[src/shared/feac_cfg.svh]
`ifndef FEAC_CFG_SVH
`define FEAC_CFG_SVH
// apb register byte offsets
`define FEAC_CTRL_OFS      12'h000
`define FEAC_CBIT_OFS      12'h004
`define FEAC_TRIG_OFS      12'h008
`define FEAC_STAT_OFS      12'h00c
// control register fields
`define CTRL_ALARM_LSB     0
`define CTRL_LINE_LSB      8
`define CTRL_SIZE_LSB      16
`define CTRL_SEL_LSB       20
`define CTRL_CONT_BIT      22
// reset values
`define CTRL_RST           23'h030000
`define CBIT_RST           21'h1fffff
// c-bit index of the feac bit (row 1, c3)
`define FEAC_CBIT_IDX      2
// line id codes
`define LINE_DS3           6'h1b
`define LINE_DS1_BASE      6'h20
`define LINE_DS1_ALL       6'h13
// alarm and status codes
`define CODE_DS3_EQ_SA     6'h19
`define CODE_DS3_LOS       6'h0e
`define CODE_DS3_OOF       6'h00
`define CODE_DS3_AIS       6'h16
`define CODE_DS3_IDLE      6'h1a
`define CODE_DS3_EQ_NSA    6'h0f
`define CODE_COM_EQ_NSA    6'h1d
`define CODE_MULTI_DS1_LOS 6'h15
`define CODE_DS1_EQ_SA     6'h05
`define CODE_DS1_LOS       6'h1e
`define CODE_DS1_EQ_NSA    6'h03
`define CODE_LOOP_UP       6'h09
`define CODE_LOOP_DOWN     6'h12
// codeword framing
`define WORD_BITS          16
`define WORD_LAST          4'hf
`define BURST_MIN          4'h3
`endif

[src/shared/feac_pkg.sv]
package feac_pkg;
   typedef enum logic [1:0]
   {
      SEL_NONE  = 2'b00,
      SEL_UP    = 2'b01,
      SEL_DOWN  = 2'b10,
      SEL_ALARM = 2'b11
   } burst_sel_e;
   typedef enum logic [1:0]
   {
      ST_IDLE  = 2'b00,
      ST_CONT  = 2'b01,
      ST_BURST = 2'b10
   } send_state_e;
endpackage : feac_pkg

[src/core/feac_serializer.sv]
`include "feac_cfg.svh"
// shifts one 16-bit codeword out, one bit per m-frame strobe
module feac_serializer
   import feac_pkg::*;
(
   // clock and reset
   input  wire logic       pclk,
   input  wire logic       presetn,
   // word load
   input  wire logic       load,
   input  wire logic [5:0] code,
   input  wire logic       frame_tick,
   // output
   output logic            bit_out,
   output logic            busy,
   output logic            word_done
);
   typedef struct packed
   {
      logic [15:0] sh;
      logic [3:0]  cnt;
      logic        busy;
      logic        out;
      logic        done;
   } ser_s;
   ser_s st_ff;
   ser_s nxt_st;

   // word: 0, code msb first, 0, eight ones
   always_comb
   begin
      nxt_st      = st_ff;
      nxt_st.done = 1'b0;
      if (load && !st_ff.busy)
      begin
         nxt_st.sh   = {1'b0, code, 1'b0, 8'hff};
         nxt_st.cnt  = 4'h0;
         nxt_st.busy = 1'b1;
         nxt_st.out  = 1'b1; // line rests high until the first strobe
      end
      else if (st_ff.busy && frame_tick)
      begin
         nxt_st.out = st_ff.sh[`WORD_BITS-1];
         nxt_st.sh  = {st_ff.sh[14:0], 1'b1};
         nxt_st.cnt = st_ff.cnt + 4'h1;
         if (st_ff.cnt == `WORD_LAST)
         begin
            nxt_st.busy = 1'b0;
            nxt_st.done = 1'b1;
         end
      end
   end

   always_ff @(posedge pclk or negedge presetn)
   begin
      if (!presetn)
         st_ff <= '0;
      else
         st_ff <= nxt_st;
   end

   assign bit_out   = st_ff.out;
   assign busy      = st_ff.busy;
   assign word_done = st_ff.done;
endmodule : feac_serializer

[src/core/ds3_feac_code_sender.sv]
// Our own choices: the APB slave port and the register addresses.
`include "feac_cfg.svh"
module ds3_feac_code_sender
   import feac_pkg::*;
(
   // clock and reset
   input  wire logic        pclk,
   input  wire logic        presetn,
   // apb slave
   input  wire logic        psel,
   input  wire logic        penable,
   input  wire logic        pwrite,
   input  wire logic [11:0] paddr,
   input  wire logic [31:0] pwdata,
   output logic [31:0]      prdata,
   output logic             pready,
   output logic             pslverr,
   // ds3 framing
   input  wire logic        mframe_tick,
   // c-bit outputs, index = (row-1)*3 + (cbit-1)
   output logic [20:0]      cbit_out,
   output logic             feac_active
);
   typedef struct packed
   {
      logic [22:0]  ctrl;
      logic [20:0]  cbits;
      send_state_e  state;
      logic [3:0]   left;
      logic [5:0]   code;
      logic         load;
      logic         trig;
      logic [31:0]  rdata;
      logic         ready;
      logic         err;
      logic [20:0]  cout;
      logic         active;
   } top_s;
   top_s st_ff;
   top_s nxt_st;

   logic ser_bit;
   logic ser_busy;
   logic ser_done;

   // alarm field accepted only for listed codes; others keep old value
   function automatic logic code_known(input logic [5:0] c);
      case (c)
         `CODE_DS3_EQ_SA, `CODE_DS3_LOS, `CODE_DS3_OOF, `CODE_DS3_AIS,
         `CODE_DS3_IDLE, `CODE_DS3_EQ_NSA,
         `CODE_COM_EQ_NSA, `CODE_MULTI_DS1_LOS, `CODE_DS1_EQ_SA,
         `CODE_DS1_LOS, `CODE_DS1_EQ_NSA,
         `CODE_LOOP_UP, `CODE_LOOP_DOWN: code_known = 1'b1;
         default: code_known = 1'b0;
      endcase
   endfunction : code_known

   // line address: ds3, ds1 1..28, or all ds1
   function automatic logic line_known(input logic [5:0] l);
      line_known = (l == `LINE_DS3) || (l == `LINE_DS1_ALL) ||
                   (l > `LINE_DS1_BASE && l <= (`LINE_DS1_BASE + 6'h1c));
   endfunction : line_known

   wire logic [5:0]  f_alarm = st_ff.ctrl[`CTRL_ALARM_LSB +: 6];
   wire logic [5:0]  f_line  = st_ff.ctrl[`CTRL_LINE_LSB +: 6];
   wire logic [3:0]  f_size  = st_ff.ctrl[`CTRL_SIZE_LSB +: 4];
   wire logic [1:0]  f_sel   = st_ff.ctrl[`CTRL_SEL_LSB +: 2];
   wire logic        f_cont  = st_ff.ctrl[`CTRL_CONT_BIT];

   // apb decode, registers and sending state
   always_comb
   begin
      logic        wr;
      logic        rd;
      logic [5:0]  wa;
      logic [5:0]  wl;
      logic [3:0]  ws;
      wr            = psel && penable && pwrite && !st_ff.ready;
      rd            = psel && penable && !pwrite && !st_ff.ready;
      wa            = pwdata[`CTRL_ALARM_LSB +: 6];
      wl            = pwdata[`CTRL_LINE_LSB +: 6];
      ws            = pwdata[`CTRL_SIZE_LSB +: 4];
      nxt_st        = st_ff;
      nxt_st.ready  = psel && penable && !st_ff.ready;
      nxt_st.err    = 1'b0;
      nxt_st.rdata  = 32'h0;
      nxt_st.load   = 1'b0;
      nxt_st.trig   = 1'b0;
      if (wr)
      begin
         unique case (paddr)
            `FEAC_CTRL_OFS:
            begin
               nxt_st.ctrl[`CTRL_SEL_LSB +: 2] = pwdata[`CTRL_SEL_LSB +: 2];
               nxt_st.ctrl[`CTRL_CONT_BIT]      = pwdata[`CTRL_CONT_BIT];
               if (code_known(wa))
                  nxt_st.ctrl[`CTRL_ALARM_LSB +: 6] = wa;
               if (line_known(wl))
                  nxt_st.ctrl[`CTRL_LINE_LSB +: 6] = wl;
               if (ws >= `BURST_MIN)
                  nxt_st.ctrl[`CTRL_SIZE_LSB +: 4] = ws;
            end
            `FEAC_CBIT_OFS: nxt_st.cbits = pwdata[20:0];
            `FEAC_TRIG_OFS: nxt_st.trig  = pwdata[0];
            `FEAC_STAT_OFS: nxt_st.err   = 1'b1;
            default:        nxt_st.err   = 1'b1;
         endcase
      end
      if (rd)
      begin
         unique case (paddr)
            `FEAC_CTRL_OFS: nxt_st.rdata = {9'h0, st_ff.ctrl};
            `FEAC_CBIT_OFS: nxt_st.rdata = {11'h0, st_ff.cbits};
            `FEAC_TRIG_OFS: nxt_st.rdata = 32'h0;
            `FEAC_STAT_OFS: nxt_st.rdata = {22'h0, st_ff.code, st_ff.left[1:0], st_ff.state};
            default:        nxt_st.err   = 1'b1;
         endcase
      end

      unique case (st_ff.state)
         ST_IDLE:
         begin
            if (st_ff.trig && f_sel != SEL_NONE)
            begin
               nxt_st.state = ST_BURST;
               nxt_st.left  = f_size;
               unique case (f_sel)
                  SEL_UP:    nxt_st.code = f_line;
                  SEL_DOWN:  nxt_st.code = f_line;
                  SEL_ALARM: nxt_st.code = f_alarm;
                  default:   nxt_st.code = f_alarm;
               endcase
               nxt_st.code = (f_sel == SEL_UP) ? `CODE_LOOP_UP :
                             (f_sel == SEL_DOWN) ? `CODE_LOOP_DOWN : f_alarm;
            end
            else if (f_cont)
            begin
               nxt_st.state = ST_CONT;
               nxt_st.code  = f_alarm;
            end
         end
         ST_CONT:
         begin
            // no reload once the switch is off, but a load registered the cycle before the stop still sends one word
            nxt_st.load = f_cont && !ser_busy;
            if (!f_cont && !ser_busy)
               nxt_st.state = ST_IDLE;
         end
         ST_BURST:
         begin
            // done rises as busy falls; wait for the count to drop first
            nxt_st.load = !ser_busy && !ser_done && st_ff.left != 4'h0;
            if (ser_done)
            begin
               nxt_st.left = st_ff.left - 4'h1;
               if (st_ff.left == 4'h1)
                  nxt_st.state = ST_IDLE;
            end
         end
         default: nxt_st.state = ST_IDLE;
      endcase

      nxt_st.cout = st_ff.cbits;
      if (ser_busy)
         nxt_st.cout[`FEAC_CBIT_IDX] = ser_bit;
      nxt_st.active = st_ff.state != ST_IDLE;
   end

   always_ff @(posedge pclk or negedge presetn)
   begin
      if (!presetn)
      begin
         st_ff       <= '0;
         st_ff.ctrl  <= `CTRL_RST;
         st_ff.cbits <= `CBIT_RST;
         st_ff.cout  <= `CBIT_RST;
      end
      else
         st_ff <= nxt_st;
   end

   // codeword shifter; loop words carry the loop-up or loop-down code as the six code bits, not the line id
   feac_serializer u_ser
   (
      .pclk       (pclk),
      .presetn    (presetn),
      .load       (st_ff.load),
      .code       (st_ff.code),
      .frame_tick (mframe_tick),
      .bit_out    (ser_bit),
      .busy       (ser_busy),
      .word_done  (ser_done)
   );

   assign prdata      = st_ff.rdata;
   assign pready      = st_ff.ready;
   assign pslverr     = st_ff.err;
   assign cbit_out    = st_ff.cout;
   assign feac_active = st_ff.active;
endmodule : ds3_feac_code_sender

[config.mk]
export PLATFORM = sky130hd
export DESIGN_NAME = ds3_feac_code_sender
export DESIGN_NICKNAME = d
export VERILOG_FILES = /design/src/shared/feac_pkg.sv /design/src/core/feac_serializer.sv /design/src/core/ds3_feac_code_sender.sv
export VERILOG_INCLUDE_DIRS = /design/src /design/src/shared
export SDC_FILE = /design/constraint.sdc
export NUM_CORES = 1
export LEC_CHECK = 0
export BUFFER_PORTS_ARGS = -buffer_cell sky130_fd_sc_hd__buf_2
export CORE_MARGIN = 3
export CORE_UTILIZATION = 60
export CTS_CLUSTER_DIAMETER = 200
export DETAILED_ROUTE_END_ITERATION = 8
export GPL_TIMING_DRIVEN = 0
export PLACE_DENSITY_LB_ADDON = 0.3
export SLEW_MARGIN = 20
export SYNTH_ARGS = -nofsm -noshare
export SYNTH_HDL_FRONTEND = slang
export SYNTH_SLANG_ARGS = --single-unit
[constraint.sdc]
create_clock -name pclk -period 5.2 [get_ports pclk]
set_input_delay 0.26 -clock pclk [delete_from_list [all_inputs] [get_ports pclk]]
set_output_delay 0.26 -clock pclk [all_outputs]
set_load 0.03 [all_outputs]
# --- After elaboration in Yosys (flattened, before gate mapping) ---
# Memory sizes are Yosys's and may differ from the RTL's.
# Cells that the tools add are included.
word_totals:
  ff_bits: 133
  romBits: 32
  memories: 1
memory_table:
  columns: ["name", "words", "width", "read_ports", "rd_clocked_by_memory_dff", "write_ports", "line", "source"]
  rows:
  - ["(no name shown)", 32, 1, 1, 0, 0, "ds3_feac_code_sender.sv:48", "case (c)"]
classes:
  n_addsub: 2
  order_cmp: 3
  eq_ne: 16
  muxes: 30
  n_reduce_logical: 41
op_table:
  columns: ["op", "n"]
  rows:
  - ["$pmux W23 S3", 1]
  - ["$mux W23", 2]
  - ["$mux W6", 5]
  - ["$eq A12 B4 Y1 const B", 2]
  - ["$mux W22", 1]
  - ["$logic_and A1 B1 Y1", 14]
  - ["$mux W1", 13]
  - ["$eq A12 B3 Y1 const B", 1]
  - ["$eq A6 B5 Y1 const B", 2]
  - ["$logic_not A12 Y1", 1]
  - ["$reduce_and A3 Y1", 4]
  - ["$reduce_bool A2 Y1", 6]
  - ["$mux W2", 4]
  - ["$pmux W4 S2", 1]
  - ["$reduce_and A2 Y1", 4]
  - ["$gt A6 B6 Y1 const B", 1]
  - ["$le A6 B6 Y1 const B", 1]
  - ["$ne A2 B2 Y1 const B", 3]
  - ["$pmux W2 S3", 1]
  - ["$logic_not A1 Y1", 5]
  - ["$add A4 B1 Y4 const B", 1]
  - ["$eq A2 B1 Y1 const B", 2]
  - ["$eq A2 B2 Y1 const B", 2]
  - ["$eq A4 B1 Y1 const B", 1]
  - ["13 further kinds", 14]

# --- Depth between registers and ports, before layout ---
# Gate-level depths: netlist of the first run.
logic_depth:
  depth_word: 6
  ltp_mapped: 7

# --- By module ---
# From an unflattened synthesis of the first run, not the netlist that was laid out.
hier_totals:
  cells_unflattened: 487
  area_unflattened_um2: 5609.1
by_module_without_submodules:
  columns: ["module", "n_inst", "cells_each", "area_each_um2"]
  rows:
  - ["ds3_feac_code_sender", 1, 407, 4645.7]
  - ["feac_serializer", 1, 80, 963.4]

# --- Worst setup path before layout of the first run ---
# OpenSTA, ideal clock, no wires.
synth_timing:
  path_kind: "register to register"
  start: "reg st_ff (netlist bit pready)"
  end: "reg st_ff (netlist bit f_line[0])"
  setup_time_ns: 0.125
  arrival_ns: 2.206
  path_slack_ns: 2.869
  path_stages_with_launch: 6
  synth_period_minus_slack_ns: 2.331
  path_cell_list: "dfrtp_1 nand3b_1 or4_1 buf_6 a2111oi_4 mux2_2"
synth_between:
  elab_chain_len: 3
synth_lines:
  columns: ["element", "line", "source"]
  rows:
  - ["start: declaration", "ds3_feac_code_sender.sv:39", "top_s st_ff;"]
  - ["start signal: assignment", "ds3_feac_code_sender.sv:179", "st_ff <= nxt_st;"]
  - ["$logic_not A1 Y1", "ds3_feac_code_sender.sv:78", "wr = psel && penable && pwrite && !st_ff.ready;"]
  - ["$logic_and A1 B1 Y1", "ds3_feac_code_sender.sv:78", null]
  - ["$reduce_and A3 Y1 (no line)", null, null]
# No other way between the ends.
# A chain may end at the register's enable or synchronous reset.

# --- Worst setup path after layout of the first run ---
layout_timing:
  start: "in paddr[1]"
  end: "reg st_ff (netlist bit f_alarm[1])"
layout_between:
  elab_chain_len: 2
layout_lines:
  columns: ["element", "line", "source"]
  rows:
  - ["start: declaration", "ds3_feac_code_sender.sv:13", "input wire logic [11:0] paddr,"]
  - ["$logic_not A12 Y1", "ds3_feac_code_sender.sv:91", "unique case (paddr)"]
  - ["$reduce_and A3 Y1 (no line)", null, null]
# No other way between the ends.

==> results of run 1 <==
## tightest hold or removal path: stages
cell,delay (ns)
sky130_fd_sc_hd__buf_2,0.13
sky130_fd_sc_hd__o31ai_1,0.06
sky130_fd_sc_hd__o2bb2ai_1,0.07
## per-stage QoR
stage	total power [mW]	setup WS [ns]	utilization, %	instances
floorplan	1.25	2.87	-	522
global placement	1.32	1.86	68.5	734
detailed placement	1.34	2.19	68.9	735
CTS	2.45	2.72	75.9	776
global route	2.52	2.61	75.9	776
finish	2.43	2.69	75.9	776
## routing by layer
| metal | vias up | part of all wire [%] | GRT usage [%] |
|---|---|---|---|
| li1 | 1954 | - | - |
| met5 | - | 0 | 0 |
| met4 | 0 | 2.3 | 9.40 |
| met2 | 160 | 51 | 40.7 |
| met3 | 26 | 5.4 | 7.14 |
| met1 | 2077 | 41 | 29.5 |
## cell usage after synthesis (10+ instances only)
master                     instances  area [um^2]
sky130_fd_sc_hd__mux2_2           35          394
sky130_fd_sc_hd__nand2_1          42          158
sky130_fd_sc_hd__buf_4            53          398
sky130_fd_sc_hd__inv_1            14         52.6
sky130_fd_sc_hd__dfstp_2          44         1160
sky130_fd_sc_hd__nand2b_1         10         62.6
sky130_fd_sc_hd__dfrtp_1          80         2000
sky130_fd_sc_hd__o21ai_0          17         85.1
sky130_fd_sc_hd__nor2_1           40          150
sky130_fd_sc_hd__mux2i_1          30          300
sky130_fd_sc_hd__clkbuf_1         18         67.6
sky130_fd_sc_hd__a21oi_1          26          130
sky130_fd_sc_hd__a31oi_1          12         75.1
## report_power, final
group | switching [mW] | internal [mW]
clock | 0.406 | 0.689
combinational | 0.153 | 0.114
sequential | 0.0476 | 1.02
total | 0.607 | 1.83
## flip-flops by register name, indices dropped and copies added, names as in the netlist, 2 cells and up
name,flops
prdata,23
cbit_out,21
nxt_st,20
u_ser.st_ff,20
st_ff,15
f_alarm,6
f_line,6
f_size,4
f_sel,2
## path summary, 6_finish.rpt
kind | from | end | slack, ns | cells after the start
min in group asynchronous | presetn | f_line[4] | 0.27 | 2
worst max-delay path | paddr[1] | f_alarm[1] | 2.69 | 6
max in group asynchronous | presetn | cbit_out[2] | 4.18 | 3
worst min-delay path | pwdata[16] | f_size[0] | 0.02 | 3
worst min register to register | nxt_st[8] | cbit_out[7] | 0.37 | 0
worst max register to register | pready | f_alarm[1] | 2.76 | 4
## final cells by class
class                      instances  area [um^2]  area share [%]
clock inverter                    12          121            1.72
inverter                          14         52.6           0.746
multi-input combinational        307         2080            29.5
buffer                            77          498            7.07
clock buffer                      20          435            6.18
tap                              129          161            2.29
sequential                       124         3160            44.8
timing repair buffer              93          539            7.66
## what timing repair did
item	CTS	global route
hold buffers	9	0
setup endpoints to repair	0	0
endpoints found under the hold margin	41	0
## logic make-up (layout without fill, tap and decap cells)
logic type                 Yosys count  count (layout)  share of synthesized area (%)
AOI/OAI and AO/OA                   91              91                           10.4
DFF                                124             124                           54.9
xor gates and xnor gates             5               5                          0.762
buffers and inverters               91             216                           9.58
and+or+nand+nor                    128             128                           10.2
adders and majority gates            9               9                           1.96
muxes                               65              65                           12.1
other                                1               9                         0.0652
==> results.txt, run 1 <==
----------------------------------------------------
[Run status]
  Status ... finished, final reports clean

[Die]
  Die Span Y ... slightly above 100 um
  Area of the core ... ~9300 um^2
  DIE WIDTH ... 104 um
  IO Count ... around 110
  Die Outline Area ... 10800 um^2
  Number of placement rows ... 35
  Initial core utilization ... 61.9%

[Timing]
  Minimum clock period ... 2.51 ns
  Normalized max-slew margin ... 40.8%
  Endpoints failing hold ... 0
  Worst hold margin ... 0.0231 ns
  Endpoints failing setup ... 0
  Peak Freq ... 399 MHz
  Setup repair after global routing missed its margin ... false
  Least-Margin Pin Slew ... 0.881 ns
  Max Clock Skew ... 0.00543 ns
  Total negative slack ... 0 ns
  Number of slew-limit violations in the final report ... 0
  Part of the cycle the worst path needs ... between 40% and 50%

[CTS]
  Post-CTS setup buffer count ... 0
  Clock insertion delay at the later pin of the skew report ... 0.50 ns
  Number of buffers created by CTS ... 17
  TritonCTS clock tree ... built
  Buffer depth of the longest clock path ... 2
  Master cell of the clock root buffer ... sky130_fd_sc_hd__clkbuf_8
  Post-CTS resize count ... 0
  CTS sink count ... 124
  Post-CTS clock slew at the launch and capture registers of the worst setup and hold paths ... 0.06 ns
  Total number of H-tree levels ... 4

[Logic synthesis]
  Post-synthesis register bit count ... 124
  Sequential element share of the synthesized area ... 54.9%
  Post-synth EDFFs ... 0
  Primary flip-flop cell chosen by synthesis mapping ... sky130_fd_sc_hd__dfrtp_1
  Async set-or-reset flop fraction in the synthesized netlist ... between 90% and 100%
  Cell area after synthesis ... 5750 um^2
  Number of warnings printed during yosys synthesis ... 0
  Average cell area after synthesis ... ~11 um^2
  Instance count of the mapped netlist ... 514
  Number of distinct library cells after synthesis ... 48

[Global route]
  Number of antenna violations at the first check in global routing ... 0
  GRT Resource Usage Total ... 24.2%
  Wire length of the first global-routing pass ... 20700 um
  Maximum number of pins on one net before global-route repair ... just over 70
  Total congestion overflow after global routing ... 0
  Via count of the first global-routing pass ... 4241

[Final layout]
  Antenna Cells ... 0
  Area Overhead vs Synth ... 22.5%
  Commonest non-fill, non-tap cell in the layout ... sky130_fd_sc_hd__buf_2
  Fraction of layout instances using a drive strength above 1 ... 39.4%
  Post-route cell area ... 7040 um^2
  Filler cell count in the final layout ... 590
  Highest-count cells in the layout ignoring fill and taps ... sky130_fd_sc_hd__buf_2 (84), sky130_fd_sc_hd__dfrtp_1 (80), sky130_fd_sc_hd__buf_4 (53)
  Final-stage net count ... 693

[Hold path]
  Worst hold-check path type ... primary input to flop

[Drt]
  Via count normalized by instance count ... 5.43
  Number of violations reported at the end of detailed-routing iteration 0 ... 231
  WL final ... about 13000 um
  Routed vias ... 4217
  Number of optimization iterations in the first detailed-route pass ... 5
  Avg WL per Cell ... between 15 and 20 um
  Antenna-violating nets left ... 0
  Number of remaining DRC errors ... 0

[Critical path]
  Most used cell, CP ... sky130_fd_sc_hd__nand3_1
  Cell with the biggest individual delay on the critical path ... sky130_fd_sc_hd__nor4_2
  Slowest cell delay on critical path ... 0.80 ns
  Crit path buf inv count ... 1
  CP Capture Type ... flop
  Cells along the critical path ... buf_2 > nor4_1 > nand3_1 > nor4_2 > nand3_1 > mux2_2
  Family with the most delay on the worst path ... simple AND/OR/NAND/NOR gates
  Top fanout value on the critical path ... 7
  CP Data Arrival Time ... 2.89 ns
  Data required time at the worst endpoint ... 5.59 ns
  Startpoint types ... primary input
  Worst setup path class ... primary input to flop

[Place]
  HPWL Detailed ... 8710 um
  Final GP Congestion ... around 0.87
  Placed cell area ... roughly 6400 um^2
  Number of input and output port buffers inserted ... 83

[Pwr]
  Static leakage ... 3.38 nW
  Maximum ir drop on the vdd rail ... 0.195 mV
  Power density over the cells ... approximately 350 nW/um^2

[Job]
  Maximum Capacitance Violations ... 0

----------------------------------------------------
Note: power is estimated with default switching activity, not from simulation.
==> inputs of run 2 (changes only) <==
--- a/config.mk
+++ b/config.mk
@@ -8,7 +8,7 @@
 export LEC_CHECK = 0
 export BUFFER_PORTS_ARGS = -buffer_cell sky130_fd_sc_hd__buf_2
 export CORE_MARGIN = 3
-export CORE_UTILIZATION = 60
+export CORE_UTILIZATION = 56
 export CTS_CLUSTER_DIAMETER = 200
 export DETAILED_ROUTE_END_ITERATION = 8
 export GPL_TIMING_DRIVEN = 0
==> constraint.sdc (replaced) <==
create_clock -name pclk -period 2.4 [get_ports pclk]
set_input_delay 0.12 -clock pclk [delete_from_list [all_inputs] [get_ports pclk]]
set_output_delay 0.12 -clock pclk [all_outputs]
set_load 0.03 [all_outputs]
==> run 2 against run 1 <==
Against the previous run: final cell count up 3.6%; routed wire length up 9.9%; die area up 6.7%; critical path depth unchanged; worst hold slack better by 0.10 ns; clock skew up 0.0026 ns; largest cell class unchanged; total power up 130%; critical path type is now flop to flop; sequential cell count unchanged.
==> results.txt, run 2 (synthesis gave the netlist of run 1 again) <==
----------------------------------------------------
[Run status]
  Status ... finished, final reports clean

[Drt]
  WL final ... 13900 um (+9.9%)
  Number of remaining DRC errors ... 0 (unchanged)
  Routed vias ... 4359 (+3.4%)
  Number of violations reported at the end of detailed-routing iteration 0 ... 259 (+12%)
  Number of optimization iterations in the first detailed-route pass ... 5 (unchanged)
  Via count normalized by instance count ... 5.42 (-0.23%)
  Antenna-violating nets left ... 0 (unchanged)
  Avg WL per Cell ... 17.3 um (+6.1%)

[Timing]
  Least-Margin Pin Slew ... 0.764 ns (-0.116 ns)
  Peak Freq ... 437 MHz
  Part of the cycle the worst path needs ... 95.4%
  Endpoints failing setup ... 0 (unchanged)
  Normalized max-slew margin ... 49.0% (+8.2 points)
  Setup repair after global routing missed its margin ... false
  Endpoints failing hold ... 0 (unchanged)
  Worst hold margin ... 0.126 ns (+0.103 ns)
  Minimum clock period ... approximately 2.3 ns
  Final worst setup slack ... 0.112 ns (-2.58 ns)
  Number of slew-limit violations in the final report ... 0 (unchanged)
  Max Clock Skew ... 0.00805 ns (+0.00261 ns)

[Critical path]
  Worst Reg-to-Reg Cells ... 6 (+2)
  Top fanout value on the critical path ... 10 (+3)
  Cell with the biggest individual delay on the critical path ... sky130_fd_sc_hd__buf_2
  Reg-to-Reg Start ... pready
  Startpoint types ... flop
  Cells along the critical path ... nand3b_1 > buf_4 > or2_2 > nor3_1 > buf_2 > mux2_2
  Slowest cell delay on critical path ... 0.38 ns (-0.42 ns)
  Endpoint of the most critical register-to-register path ... st_ff[72]
  Worst setup path class ... flop to flop
  Internal reg-to-reg setup slack ... 0.11 ns (-2.65 ns)
  CP Capture Type ... flop
  CP Data Arrival Time ... 2.72 ns (-0.17 ns)
  Data required time at the worst endpoint ... 2.83 ns (-2.76 ns)

[Global route]
  Maximum number of pins on one net before global-route repair ... 72 (unchanged)
  Wire length of the first global-routing pass ... 21800 um (+5.4%)
  Number of antenna violations at the first check in global routing ... 0 (unchanged)
  Total congestion overflow after global routing ... 0 (unchanged)
  GRT Resource Usage Total ... 24.7% (+0.51 points)
  Via count of the first global-routing pass ... 4404 (+3.8%)

[Place]
  HPWL Detailed ... 8560 um (-1.8%)
  Final GP Congestion ... 0.898 (+3.3%)
  Pre-CTS setup slack ... -0.0923 ns (-2.28 ns)
  Number of input and output port buffers inserted ... 83 (unchanged)

[Final layout]
  Final core area utilization ... 74.4% (-1.5 points)
  Area taken by flip-flops and latches ... 3160 um^2 (unchanged)
  Fraction of layout instances using a drive strength above 1 ... 38.2% (-1.3 points)
  Footprint of the multi-input gates ... 2090 um^2 (+0.42%)
  Area Overhead vs Synth ... 27.6%
  Flip-flop count of the largest register, all copies and words added ... 23 (unchanged)
  Filler cell count in the final layout ... 606 (+2.7%)
  Final-stage net count ... 717 (+3.5%)
  Highest-count cells in the layout ignoring fill and taps ... sky130_fd_sc_hd__buf_2 (84), sky130_fd_sc_hd__dfrtp_1 (80), sky130_fd_sc_hd__buf_4 (56)
  Commonest non-fill, non-tap cell in the layout ... sky130_fd_sc_hd__buf_2
  Antenna Cells ... 0 (unchanged)

[Die]
  IO Count ... 106 (unchanged)
  Area of the core ... 9860 um^2 (+6.3%)
  Die Outline Area ... 11500 um^2 (+6.7%)
  DIE WIDTH ... 107 um (+3.3%)
  Die Span Y ... 107 um (+3.3%)
  Initial core utilization ... 58.3% (-3.6 points)
  Number of placement rows ... 36 (+2.9%)

[CTS]
  Total number of H-tree levels ... 4 (unchanged)
  Clock insertion delay at the later pin of the skew report ... 0.51 ns (about the same)
  Number of buffers created by CTS ... 17 (unchanged)
  TritonCTS clock tree ... built
  Post-CTS clock slew at the launch and capture registers of the worst setup and hold paths ... 0.06 ns (about the same)
  Buffer depth of the longest clock path ... 2 (unchanged)
  CTS sink count ... 124 (unchanged)
  Master cell of the clock root buffer ... sky130_fd_sc_hd__clkbuf_8

[Job]
  Maximum Capacitance Violations ... 0 (unchanged)

[Hold path]
  Depth of the worst hold-timing path ... 4 (+1)
  Hold Startpoint ... psel
  Worst min-delay path endpoint ... pslverr
  Worst hold-check path type ... primary input to flop

[Pwr]
  Static leakage ... 3.52 nW (+4.1%)
  Maximum ir drop on the vdd rail ... 0.545 mV (+180%)
  Power density over the cells ... 750 nW/um^2 (+120%)

----------------------------------------------------
## run 2: critical path: cells and delay by family, from the launching register on
family                 cells  cell delay [ns]
and+or+nand+nor            3             0.89
buffers and inverters      2             0.57
muxes                      1             0.38
DFF                        1             0.37
## run 2: cell type report
| cell class | instances | area share [%] |
|---|---|---|
| Buffer | 77 | 6.79 |
| Clock buffer | 26 | 6.79 |
| Clock inverter | 6 | 1.47 |
| Inverter | 14 | 0.716 |
| Multi-Input combinational cell | 307 | 28.4 |
| Sequential cell | 124 | 43.0 |
| Tap cell | 133 | 2.27 |
| Timing Repair Buffer | 117 | 10.5 |
## run 2: what timing repair did
item | in CTS | in global routing
pin swaps | 1 | 0
gates cloned | 0 | 0
hold buffers | 28 | 2
endpoints found under the setup margin | 6 | 11
gates resized for setup | 0 | 1
hold endpoints to repair | 97 | 1
buffers inserted | 2 | 1
## run 2: report_power, final
part / internal [mW] / switching (mW)
clock: 1.72 / 0.857
sequential: 2.22 / 0.100
combinational: 0.268 / 0.339
total: 4.21 / 1.30
## run 2: how the worst max path moves through the flow
stage | start | to | slack, ns | cells after the start
2_1_floorplan | pready | f_line[0] | 0.07 | 5
3_3_place_gp | paddr[7] | f_alarm[0] | -0.38 | 6
3_5_place_dp | paddr[7] | f_line[2] | -0.09 | 7
4_1_cts | pready | f_size[3] | 0.04 | 6
5_1_grt | pready | nxt_st[9] | 0.06 | 6
6_report | pready | st_ff[72] | 0.11 | 6
## run 2: through the flow
stage / cell area [um^2] / setup TNS [ns] / cells / total power, mW
after floorplan: 5780 / 0 / 522 / 2.71
after global placement: 6360 / -17.86 / 738 / 2.86
after detailed placement: 6400 / -0.508 / 739 / 2.91
after CTS: 7300 / 0 / 801 / 5.51
after global routing: 7340 / 0 / 804 / 5.71
final: 7340 / 0 / 804 / 5.50
## run 2: per-layer routing
layer,up-vias,track usage (%),wire length (um)
met5,-,0,0
met4,0,10.4,391
met3,36,6.66,881
met2,190,43.0,7240
met1,2120,28.7,5370
li1,2013,-,-
==> inputs of run 3 (changes only) <==
--- a/config.mk
+++ b/config.mk
@@ -8,7 +8,8 @@
 export LEC_CHECK = 0
 export BUFFER_PORTS_ARGS = -buffer_cell sky130_fd_sc_hd__buf_2
 export CORE_MARGIN = 3
-export CORE_UTILIZATION = 56
+export CORE_UTILIZATION = 58
+export CTS_BUF_LIST = sky130_fd_sc_hd__clkbuf_4 sky130_fd_sc_hd__clkbuf_8
 export CTS_CLUSTER_DIAMETER = 200
 export DETAILED_ROUTE_END_ITERATION = 8
 export GPL_TIMING_DRIVEN = 0
==> run 3 against run 2 <==
Against the previous run: final cell count decreased by 1.7%; worst setup slack got worse by 0.0049 ns; sequential power about the same; combinational power decreased by 2%; die area decreased by 3.3%; worst hold slack got worse by 0.098 ns; global-route usage decreased by 0.98 points.
==> results.txt, run 3 (synthesis gave the netlist of run 1 again) <==
----------------------------------------------------
[Final layout]
  Flip-flop count of the largest register, all copies and words added ... 23 (unchanged)
  Highest-count cells in the layout ignoring fill and taps ... sky130_fd_sc_hd__buf_2 (84), sky130_fd_sc_hd__dfrtp_1 (80), sky130_fd_sc_hd__buf_4 (55)
  Antenna Cells ... 0 (unchanged)
  Filler cell count in the final layout ... 605 (-0.17%)
  Post-route cell area ... 7020 um^2 (-4.4%)
  Fraction of layout instances using a drive strength above 1 ... 39.2% (+1.0 points)
  Commonest non-fill, non-tap cell in the layout ... sky130_fd_sc_hd__buf_2
  Final-stage net count ... 707 (-1.4%)
  Area Overhead vs Synth ... 22.1%

[Die]
  Initial core utilization ... 61.1% (+2.8 points)
  IO Count ... 106 (unchanged)
  Number of placement rows ... 35 (-2.8%)
  Area of the core ... 9420 um^2 (-4.6%)
  DIE WIDTH ... 106 um (-1.6%)
  Die Span Y ... 106 um (-1.6%)
  Die Outline Area ... 11100 um^2 (-3.3%)

[Critical path]
  Startpoint types ... flop
  Critical path launch point ... pready
  Data required time at the worst endpoint ... 2.71 ns (-0.12 ns)
  Endpoint of the worst setup timing path ... f_line[1]
  Family with the most delay on the worst path ... simple AND/OR/NAND/NOR gates
  Top fanout value on the critical path ... 10 (unchanged)
  Endpoint of the most critical register-to-register path ... f_line[1]
  CP Capture Type ... flop
  Worst setup path class ... flop to flop
  Internal reg-to-reg setup slack ... 0.11 ns (about the same)
  Crit path buf inv count ... 2 (unchanged)
  Cells along the critical path ... nand3b_1 > or4_1 > buf_6 > a2111oi_4 > buf_4 > mux2_2
  Instance count on the critical path ... 6 (unchanged)
  CP Data Arrival Time ... 2.60 ns (-0.12 ns)
  Worst Reg-to-Reg Cells ... 6 (unchanged)
  Slowest cell delay on critical path ... 0.56 ns (+0.18 ns)
  Cell with the biggest individual delay on the critical path ... sky130_fd_sc_hd__or4_1
  Reg-to-Reg Start ... pready

[Timing]
  Number of slew-limit violations in the final report ... 0 (unchanged)
  Part of the cycle the worst path needs ... 95.6% (+0.20 points)
  Normalized max-slew margin ... 49.6% (+0.55 points)
  Max Clock Skew ... 0.0128 ns (+0.00480 ns)
  Peak Freq ... 436 MHz (-0.21%)
  Worst hold margin ... 0.0287 ns (-0.0978 ns)
  Total negative slack ... 0 ns (unchanged)
  Endpoints failing hold ... 0 (unchanged)
  Minimum clock period ... 2.29 ns (+0.00486 ns)
  Final worst setup slack ... 0.107 ns (-0.00486 ns)
  Endpoints failing setup ... 0 (unchanged)
  Least-Margin Pin Slew ... 0.756 ns (-0.00819 ns)

[CTS]
  Clock insertion delay at the later pin of the skew report ... 0.43 ns (-0.08 ns)
  Buffer depth of the longest clock path ... 2 (unchanged)
  Number of buffers created by CTS ... 17 (unchanged)
  Master cell of the clock root buffer ... sky130_fd_sc_hd__clkbuf_8
  CTS sink count ... 124 (unchanged)
  Post-CTS clock slew at the launch and capture registers of the worst setup and hold paths ... 0.07 ns (about the same)
  Total number of H-tree levels ... 4 (unchanged)
  TritonCTS clock tree ... built

[Pwr]
  Switching Fraction ... 27.1% (+3.5 points)
  Clock share of power ... 37.8% (-9.0 points)
  Maximum ir drop on the vdd rail ... 0.366 mV (-33%)
  Static leakage ... 3.35 nW (-4.7%)
  Comb power frac ... 12.7% (+1.7 points)
  Cell internal power dissipation ... 3.41 mW (-19%)
  Sequential cell fraction of total power ... 49.5% (+7.3 points)
  Power density over the cells ... 666 nW/um^2 (-11%)
  Net switching power ... 1.27 mW (-2.3%)
  Tot Pwr ... 4.67 mW (-15%)

[Drt]
  Number of remaining DRC errors ... 0 (unchanged)
  Avg WL per Cell ... 16.1 um (-6.9%)
  Antenna-violating nets left ... 0 (unchanged)
  Number of optimization iterations in the first detailed-route pass ... 5 (unchanged)
  Number of violations reported at the end of detailed-routing iteration 0 ... 230 (-11%)
  Routed vias ... 4306 (-1.2%)
  WL final ... 12700 um (-8.5%)
  Via count normalized by instance count ... 5.45 (+0.53%)

[Place]
  Final GP Congestion ... 0.872 (-2.9%)
  Placed cell area ... 6400 um^2 (about the same)
  Number of input and output port buffers inserted ... 83 (unchanged)
  HPWL Detailed ... 8840 um (+3.3%)
  Pre-CTS setup slack ... -0.0823 ns (+0.00998 ns)

[Global route]
  Number of antenna violations at the first check in global routing ... 0 (unchanged)
  Via count of the first global-routing pass ... 4397 (-0.16%)
  Total congestion overflow after global routing ... 0 (unchanged)
  Maximum number of pins on one net before global-route repair ... 69 (-4.2%)
  Wire length of the first global-routing pass ... 20900 um (-3.9%)
  GRT Resource Usage Total ... 23.7% (-0.98 points)

[Job]
  Maximum Capacitance Violations ... 0 (unchanged)

[Hold path]
  Worst hold-check path type ... primary input to flop

[Run status]
  Status ... finished, final reports clean

----------------------------------------------------
run 3: repair_timing:
action	in CTS	in global routing
buffers inserted	0	2
pin swaps	1	1
hold buffers	20	1
gates resized for setup	0	1
endpoints found under the setup margin	1	10
endpoints found under the hold margin	68	1
run 3: how the worst min path moves through the flow:
stage | startpoint | to | slack [ns] | depth (start not counted)
6_report | pwdata[10] | f_line[2] | 0.03 | 2
3_3_place_gp | pwdata[22] | f_cont | 0.33 | 3
3_5_place_dp | presetn | prdata[12] | 0.12 | 1
2_1_floorplan | presetn | f_alarm[0] | -0.18 | 0
4_1_cts | pwdata[9] | nxt_st[10] | 0.0002 | 2
5_1_grt | pwdata[4] | nxt_st[5] | 0.03 | 2
run 3: layout make-up:
cell class | instances | area, um^2 | share of cell area (%)
Buffer | 77 | 498 | 7.10
Clock buffer | 18 | 241 | 3.44
Clock inverter | 14 | 146 | 2.09
Inverter | 14 | 52.6 | 0.749
Multi-Input combinational cell | 307 | 2090 | 29.7
Sequential cell | 124 | 3160 | 45.0
Tap cell | 129 | 161 | 2.30
Timing Repair Buffer | 107 | 674 | 9.61
run 3: routing by layer:
metal	vias to the layer above	global-route usage (%)	routed length, um
li1	1992	-	-
met1	2134	28.6	5160
met2	157	41.7	6550
met3	23	5.70	742
met4	0	8.33	250
met5	-	0	0
run 3: power groups by stage:
| stage | Clock, mW | Sequential, mW | Combinational, mW |
|---|---|---|---|
| final | 1.77 | 2.31 | 0.593 |
| after global routing | 1.90 | 2.33 | 0.659 |
| after CTS | 1.80 | 2.31 | 0.591 |
| after detailed placement | 0 | 2.35 | 0.560 |
| after global placement | 0 | 2.34 | 0.524 |
| after floorplan | 0 | 2.33 | 0.380 |
run 3: stage by stage:
step | utilization, % | instances
6_report | 74.5 | 790
3_3_place_gp | 67.5 | 734
3_5_place_dp | 67.9 | 735
5_1_grt | 74.5 | 790
2_1_floorplan | - | 522
4_1_cts | 74.2 | 787
